`config.mk`:
```
export PLATFORM = sky130hd
export DESIGN_NAME = enf_top
export DESIGN_NICKNAME = d
export VERILOG_FILES = /design/src/design/enf_pkg.sv /design/src/design/enf_top.sv /design/src/design/enf_filt.sv
export SDC_FILE = /design/constraint.sdc
export NUM_CORES = 1
export LEC_CHECK = 0
export ABC_AREA = 0
export BUFFER_PORTS_ARGS = -buffer_cell sky130_fd_sc_hd__buf_4
export CAP_MARGIN = 15
export CORE_MARGIN = 2
export CORE_UTILIZATION = 55
export DETAILED_ROUTE_END_ITERATION = 16
export GPL_TIMING_DRIVEN = 0
export PLACE_DENSITY = 0.79
export SLEW_MARGIN = 15
export SYNTH_ARGS = -nofsm -noshare
export SYNTH_HDL_FRONTEND = slang
export SYNTH_HIERARCHICAL = 1
export SYNTH_SLANG_ARGS = --single-unit
```
`constraint.sdc`:
```
create_clock -name REF_CLK -period 4 [get_ports REF_CLK]
set_input_delay 1.2 -clock REF_CLK [delete_from_list [all_inputs] [get_ports REF_CLK]]
set_output_delay 1.2 -clock REF_CLK [all_outputs]
set_load 0.05 [all_outputs]
```
`src/design/enf_pkg.sv`:
```
// constants and types for the external request noise filter and edge detector
`default_nettype none
package enf_pkg;
	localparam int NCH = 5;
	localparam int NSEL = 4;
	localparam int CH_FIVE = 4;
	localparam int CH_FOUR = 3;

	// register byte offsets
	localparam logic [7:0] OFS_CTRL0 = 8'h00;
	localparam logic [7:0] OFS_CLK_GATE = 8'h10;
	localparam logic [7:0] OFS_STATUS = 8'h14;
	localparam logic [7:0] OFS_CLEAR = 8'h18;
	localparam logic [7:0] OFS_IRQ_EN = 8'h1C;

	// control register fields
	localparam int TRIG_LSB = 0;
	localparam int IVL_LSB = 2;
	localparam int SNAP_BIT = 4;
	localparam logic [3:0] CTRL_RST = 4'h0;
	localparam logic [NCH-1:0] GATE_RST = 5'h00;
	localparam logic [NCH-1:0] IRQ_EN_RST = 5'h00;

	// timing
	localparam longint REF_CLK_HZ = 100_000_000;
	localparam longint LF_CLK_HZ = 32_768;
	localparam int LF_DIV_CYC = int'(REF_CLK_HZ / LF_CLK_HZ);
	localparam logic [1:0] SLOW_DIV_LAST = 2'h3;
	localparam logic [1:0] NEED_FAST = 2'h3;
	localparam logic [1:0] NEED_TWO = 2'h2;

	typedef enum logic [1:0] {
		ENF_MODE_FAST = 2'b00,
		ENF_MODE_SLOW = 2'b01,
		ENF_MODE_DEEP = 2'b10
	} enf_mode_t;

	typedef enum logic [1:0] {
		ENF_TRIG_RISE = 2'b00,
		ENF_TRIG_FALL = 2'b01,
		ENF_TRIG_BOTH = 2'b10,
		ENF_TRIG_HIGH = 2'b11
	} enf_trig_t;

	typedef enum logic [1:0] {
		ENF_IVL_DIV1 = 2'b00,
		ENF_IVL_DIV4 = 2'b01,
		ENF_IVL_DIV8 = 2'b10,
		ENF_IVL_DIV16 = 2'b11
	} enf_ivl_t;
endpackage
`default_nettype wire

```
`src/design/enf_top.sv`:
```
// external request pin filter, trigger detection and wishbone register file
//
// Decided for this implementation: the Wishbone register port and the placing of the registers.
`default_nettype none
module enf_top #(
	parameter int LF_DIV = enf_pkg::LF_DIV_CYC
) (
	// clock and reset
	input wire logic REF_CLK,
	input wire logic RST_N,
	// wishbone slave
	input wire logic WB_CYC_I,
	input wire logic WB_STB_I,
	input wire logic WB_WE_I,
	input wire logic [7:0] WB_ADR_I,
	input wire logic [3:0] WB_SEL_I,
	input wire logic [31:0] WB_DAT_I,
	output logic [31:0] WB_DAT_O,
	output logic WB_ACK_O,
	// pins and chip state
	input wire logic [enf_pkg::NCH-1:0] EXT_REQ_PIN,
	input wire logic [enf_pkg::NCH-1:0] PIN_OUT_EN,
	input wire logic [1:0] OP_MODE,
	// to interrupt latch
	output logic [enf_pkg::NCH-1:0] EXT_REQ,
	output logic IRQ
);
	import enf_pkg::*;

	logic [1:0] rst_sync_q;
	logic rst_n;

	////////////////////////////////////////////////////////////////////////
	// reset release
	always_ff @(posedge REF_CLK or negedge RST_N) begin
		if (!RST_N) begin
			rst_sync_q <= 2'b00;
		end else begin
			rst_sync_q <= {rst_sync_q[0], 1'b1};
		end
	end
	assign rst_n = rst_sync_q[1];

	////////////////////////////////////////////////////////////////////////
	// sampling dividers
	logic [15:0] lf_cnt_q, lf_cnt_d;
	logic [1:0] slow_cnt_q, slow_cnt_d;
	logic slow_tick_q, slow_tick_d;
	logic [3:0] gear_cnt_q, gear_cnt_d;
	enf_mode_t mode;

	assign mode = enf_mode_t'(OP_MODE);

	always_comb begin
		lf_cnt_d = lf_cnt_q + 16'h0001;
		slow_cnt_d = slow_cnt_q;
		slow_tick_d = 1'b0;
		gear_cnt_d = gear_cnt_q + 4'h1;
		if (lf_cnt_q == 16'(LF_DIV - 1)) begin
			lf_cnt_d = 16'h0000;
			slow_cnt_d = slow_cnt_q + 2'h1;
			slow_tick_d = (slow_cnt_q == SLOW_DIV_LAST);
		end
	end

	always_ff @(posedge REF_CLK or negedge rst_n) begin
		if (!rst_n) begin
			lf_cnt_q <= 16'h0000;
			slow_cnt_q <= 2'h0;
			slow_tick_q <= 1'b0;
			gear_cnt_q <= 4'h0;
		end else begin
			lf_cnt_q <= lf_cnt_d;
			slow_cnt_q <= slow_cnt_d;
			slow_tick_q <= slow_tick_d;
			gear_cnt_q <= gear_cnt_d;
		end
	end

	////////////////////////////////////////////////////////////////////////
	// register state
	logic [NSEL-1:0][3:0] ctrl_q, ctrl_d;
	logic [NSEL-1:0] snap_q, snap_d;
	logic [NCH-1:0] gate_q, gate_d;
	logic [NCH-1:0] status_q, status_d;
	logic [NCH-1:0] irq_en_q, irq_en_d;
	logic [NCH-1:0] req_q, req_d;
	logic [NCH-1:0] prev_q;
	logic [NCH-1:0] flt;
	logic irq_q;
	logic ack_q, ack_d;
	logic [31:0] dat_q, dat_d;

	////////////////////////////////////////////////////////////////////////
	// per-channel filter and trigger
	for (genvar i = 0; i < NCH; i++) begin : g_ch
		logic pin_eff;
		logic active;
		logic fast_en;
		logic samp_en;
		logic [1:0] need;
		logic rise;
		logic fall;
		logic hit;

		assign pin_eff = EXT_REQ_PIN[i] & ~PIN_OUT_EN[i];
		assign active = gate_q[i] & (mode != ENF_MODE_DEEP);

		always_comb begin
			fast_en = 1'b1;
			need = NEED_TWO;
			if (i != CH_FIVE) begin
				need = NEED_FAST;
				case (enf_ivl_t'(ctrl_q[i % NSEL][IVL_LSB +: 2]))
					ENF_IVL_DIV1: fast_en = 1'b1;
					ENF_IVL_DIV4: fast_en = (gear_cnt_q[1:0] == 2'h0);
					ENF_IVL_DIV8: fast_en = (gear_cnt_q[2:0] == 3'h0);
					ENF_IVL_DIV16: fast_en = (gear_cnt_q == 4'h0);
					default: fast_en = 1'b1;
				endcase
			end
			if (mode == ENF_MODE_SLOW) begin
				need = NEED_TWO;
			end
		end

		// channel five in fast mode samples every clock and needs two
		assign samp_en = active & ((mode == ENF_MODE_SLOW) ? slow_tick_q : fast_en);

		enf_filt u_filt (
			.clk(REF_CLK),
			.rst_n(rst_n),
			.clr(~gate_q[i]),
			.en(samp_en),
			.need(need),
			.pin(pin_eff),
			.level(flt[i])
		);

		assign rise = flt[i] & ~prev_q[i];
		assign fall = ~flt[i] & prev_q[i];

		always_comb begin
			hit = 1'b0;
			if (i == CH_FIVE) begin
				hit = fall;
			end else begin
				case (enf_trig_t'(ctrl_q[i % NSEL][TRIG_LSB +: 2]))
					ENF_TRIG_RISE: hit = rise;
					ENF_TRIG_FALL: hit = fall;
					ENF_TRIG_BOTH: hit = rise | fall;
					// reserved on channels one to three
					ENF_TRIG_HIGH: hit = (i == CH_FOUR) & flt[i];
					default: hit = 1'b0;
				endcase
			end
		end

		assign req_d[i] = active & hit;
	end

	////////////////////////////////////////////////////////////////////////
	// request pipeline, snapshot, interrupt status
	always_comb begin
		for (int k = 0; k < NSEL; k++) begin
			snap_d[k] = req_d[k] ? flt[k] : snap_q[k];
		end
	end

	always_ff @(posedge REF_CLK or negedge rst_n) begin
		if (!rst_n) begin
			prev_q <= '0;
			req_q <= '0;
			snap_q <= '0;
			irq_q <= 1'b0;
		end else begin
			prev_q <= flt;
			req_q <= req_d;
			snap_q <= snap_d;
			irq_q <= |(status_q & irq_en_q);
		end
	end

	////////////////////////////////////////////////////////////////////////
	// wishbone slave: ack one cycle after the request, dropped the next
	logic bus_req;
	logic bus_wr;
	logic [NCH-1:0] clr_mask;

	assign bus_req = WB_CYC_I & WB_STB_I & ~ack_q;
	assign bus_wr = bus_req & WB_WE_I & WB_SEL_I[0];

	always_comb begin
		ack_d = bus_req;
		dat_d = 32'h0000_0000;
		ctrl_d = ctrl_q;
		gate_d = gate_q;
		irq_en_d = irq_en_q;
		clr_mask = '0;
		if (bus_wr) begin
			for (int k = 0; k < NSEL; k++) begin
				if (WB_ADR_I == OFS_CTRL0 + 8'(4 * k)) begin
					ctrl_d[k] = WB_DAT_I[3:0];
				end
			end
			case (WB_ADR_I)
				OFS_CLK_GATE: gate_d = WB_DAT_I[NCH-1:0];
				OFS_CLEAR: clr_mask = WB_DAT_I[NCH-1:0];
				OFS_IRQ_EN: irq_en_d = WB_DAT_I[NCH-1:0];
				default: ;
			endcase
		end
		if (bus_req && !WB_WE_I) begin
			for (int k = 0; k < NSEL; k++) begin
				if (WB_ADR_I == OFS_CTRL0 + 8'(4 * k)) begin
					dat_d[SNAP_BIT:0] = {snap_q[k], ctrl_q[k]};
				end
			end
			case (WB_ADR_I)
				OFS_CLK_GATE: dat_d[NCH-1:0] = gate_q;
				OFS_STATUS: dat_d[NCH-1:0] = status_q;
				OFS_IRQ_EN: dat_d[NCH-1:0] = irq_en_q;
				default: ;
			endcase
		end
		// a new event wins over a clear in the same cycle
		status_d = (status_q & ~clr_mask) | req_q;
	end

	always_ff @(posedge REF_CLK or negedge rst_n) begin
		if (!rst_n) begin
			ack_q <= 1'b0;
			dat_q <= 32'h0000_0000;
			ctrl_q <= {NSEL{CTRL_RST}};
			gate_q <= GATE_RST;
			irq_en_q <= IRQ_EN_RST;
			status_q <= '0;
		end else begin
			ack_q <= ack_d;
			dat_q <= dat_d;
			ctrl_q <= ctrl_d;
			gate_q <= gate_d;
			irq_en_q <= irq_en_d;
			status_q <= status_d;
		end
	end

	assign WB_ACK_O = ack_q;
	assign WB_DAT_O = dat_q;
	assign EXT_REQ = req_q;
	assign IRQ = irq_q;
endmodule
`default_nettype wire

```
`src/design/enf_filt.sv`:
```
// consecutive-sample noise filter for one request pin
`default_nettype none
module enf_filt (
	// clock and reset
	input wire logic clk,
	input wire logic rst_n,
	// control
	input wire logic clr,
	input wire logic en,
	input wire logic [1:0] need,
	// data
	input wire logic pin,
	output logic level
);
	logic last_q, last_d;
	logic [1:0] run_q, run_d;
	logic level_q, level_d;

	////////////////////////////////////////////////////////////////////////
	always_comb begin
		last_d = last_q;
		run_d = run_q;
		level_d = level_q;
		if (clr) begin
			last_d = 1'b0;
			run_d = 2'h0;
			level_d = 1'b0;
		end else if (en) begin
			last_d = pin;
			// saturating run length of equal samples
			if (pin != last_q || run_q == 2'h0) begin
				run_d = 2'h1;
			end else if (run_q != 2'h3) begin
				run_d = run_q + 2'h1;
			end
			if (run_d >= need) begin
				level_d = pin;
			end
		end
	end

	always_ff @(posedge clk or negedge rst_n) begin
		if (!rst_n) begin
			last_q <= 1'b0;
			run_q <= 2'h0;
			level_q <= 1'b0;
		end else begin
			last_q <= last_d;
			run_q <= run_d;
			level_q <= level_d;
		end
	end

	assign level = level_q;
endmodule
`default_nettype wire

```
==> metrics <==
cells after synthesis=480; Root Driver=clkbuf_8; Mapped Area=5190 sq um; CTS resizes=0; initial antenna violation count=0; Worst Skew=0.00832 ns; Worst-Margin Slew=0.784 ns; largest net degree at the start of global routing=51; Final TNS setup=0 ns; TritonCTS clock tree=done; overall routing resource usage=0.225; Post-synth top flop=dfrtp_1; sequential share of the synthesized area=0.468; top post-synthesis cells by count=97 x dfrtp_1, 45 x nor2_1, 38 x inv_1, 31 x mux2_2, 27 x buf_4; number of global-route vias before repair=3,742; most frequent cell after synthesis=dfrtp_1; Reg clk slew, reported paths=0.09 ns; post-DP HPWL=7930 um; Pins Over Slew Limit=0; clock sink total=97; crit path max fanout=5; number of routed nets with antenna violations=0; Worst Path Arrival=3.20 ns; Critical Path RT=4.29 ns; routability cong.=0.885; slew margin rel.=0.471; Synth Register Bits=97; number of distinct library cells after synthesis=47; final setup fails=0; I/O Buffers=41; critical path class=in -> reg; Post-synth EDFFs=0; DIE WIDTH=101 um; Hold/Removal Path Class=reg -> async; # fillers=732; # DRC=0; initial core utilization=0.564; final hold vios=0; PD cells=383 nW/um^2; leading post-synthesis cells by cell area=dfrtp_1 47%, mux2_2 6.7%, ha_1 5.5%; I/O pins=100; hold bufs inserted after CTS=0; first-pass GRT wire length=17,900 um; Maximum Capacitance Violations=0; Core Rows=35; routed wire length=10,600 um; n_diodes=0; Post-CTS Setup Bufs=0; Async SR Flop Fraction=1.00; Die Ht=101 um; Tcrit/Tclk final=0.727; via count=3,787; Routed WL per cell=15.6 um; synth warn=6; Non-Filler Instances=681; Post-layout nets=649; core area=9200 sq um; CTS buffer count=9; Max Clk Rate=344 MHz; crit path capture type=flip-flop; Syn-to-layout area delta=15.0%; Worst-Skew Late Latency=0.36 ns; top-area cell type share of the netlist area=0.468; area of the die=10,200 sq um; syn avg cell area=10.8 sq um; placed instance count=665; status=finished, final reports clean; DRT Pass-1 Iters=5; Vias/cell=5.56; GR Overflow Total=0; H-Tree Depth=3; maximum VDD drop=0.000202 V; top cell type by total area after synthesis=dfrtp_1; crit path launch type=primary input; Clock Path Buffers=2; number of DRC markers in iteration 0=227; RSZ-0062 raised after global routing=no; min Tclk post-route=2.91 ns; Pleak=0.00293 uW; fraction of layout cells with a size suffix above 1=0.249
## metal layers
| metal | share of wire | track usage | up-vias |
|---|---|---|---|
| met4 | 0.028 | 0.106 | 0 |
| met1 | 0.43 | 0.306 | 1833 |
| met3 | 0.063 | 0.0393 | 29 |
| li1 | - | - | 1785 |
| met5 | 0 | 0 | - |
| met2 | 0.48 | 0.353 | 140 |
## where the power goes
group	internal [uW]	leakage [uW]	switching, uW	total [uW]
clock network	257	0.0000911	333	590
logic	238	0.00160	297	535
registers	1080	0.00124	83.1	1160
## kinds of logic (layout without fill, tap and decap cells)
kind of cell / count (synthesis) / after routing / share of synthesized area
muxes: 46 / 46 / 0.0986
DFF: 97 / 97 / 0.468
adders and majority gates: 23 / 23 / 0.0554
buffers and inverters: 73 / 131 / 0.0728
xor gates and xnor gates: 22 / 22 / 0.0371
other: 2 / 34 / 0.00145
AOI/OAI and AO/OA: 62 / 62 / 0.0950
and+or+nand+nor: 155 / 155 / 0.172
## worst max-delay path: stages
cell	delay (ns)
buf_4	0.13
or4_1	0.53
or4_4	0.47
nor4b_4	0.62
mux2i_1	0.25
## metrics by stage
step                      worst slack, ns   util  area [sq um]  hold WS, ns  total power [uW]
final                                1.09  0.649          5970        0.354              2280
after global routing                0.982  0.649          5970        0.363              2410
after CTS                            1.11  0.649          5970        0.359              2300
after detailed placement            0.729  0.629          5790        0.338              1710
after global placement             0.0760  0.626          5760        0.337              1680
after floorplan                      1.06      -          5310        0.331              1570
## worst paths after layout
path,from,end,slack [ns],cells past startpoint
setup / recovery,WB_ADR_I[1],gate_q[4],1.09,5
hold / removal,rst_sync_q[1],lf_cnt_q[6],0.35,0
setup reg to reg,gear_cnt_q[0],g_ch[0].u_filt/level,1.53,9
hold reg to reg,rst_sync_q[1],lf_cnt_q[6],0.35,0
max in group asynchronous,rst_sync_q[1],gate_q[0],3.00,1
min in group REF_CLK,rst_sync_q[0],rst_sync_q[1],0.36,0
## state kept, by name, summed over array words and instances (netlist names), 4 cells and up
| register | cells |
|---|---|
| snap_q | 4 |
| g_ch.u_filt/last_q | 5 |
| ctrl_q | 16 |
| WB_DAT_O | 5 |
| g_ch.u_filt/level | 5 |
| status_q | 5 |
| irq_en_q | 5 |
| gate_q | 5 |
| gear_cnt_q | 4 |
| prev_q | 5 |
| EXT_REQ | 5 |
| lf_cnt_q | 16 |
| g_ch.u_filt/run_q | 10 |
## cells in the final DEF, fill, tap and decap left out, drive strengths merged, types with 13 or more instances in the layout
cell	Yosys	final
dfrtp	97	97
buf	31	73
nor2	45	45
inv	38	38
conb	2	34
mux2	31	31
nor3b	24	24
ha	23	23
nand2	16	16
clkbuf	4	15
mux2i	14	14
nand2b	13	13
o21a	13	13
## final cells by class
| type | instances | area, sq um | share of cell area |
|---|---|---|---|
| Buffer | 35 | 235 | 0.0394 |
| Sequential cell | 97 | 2430 | 0.407 |
| Clock inverter | 5 | 30.0 | 0.00503 |
| Tap cell | 111 | 139 | 0.0233 |
| Inverter | 38 | 143 | 0.0239 |
| Clock buffer | 11 | 151 | 0.0254 |
| Timing Repair Buffer | 42 | 335 | 0.0562 |
| Multi-Input combinational cell | 342 | 2500 | 0.420 |
(Power assumes the default switching activity.)
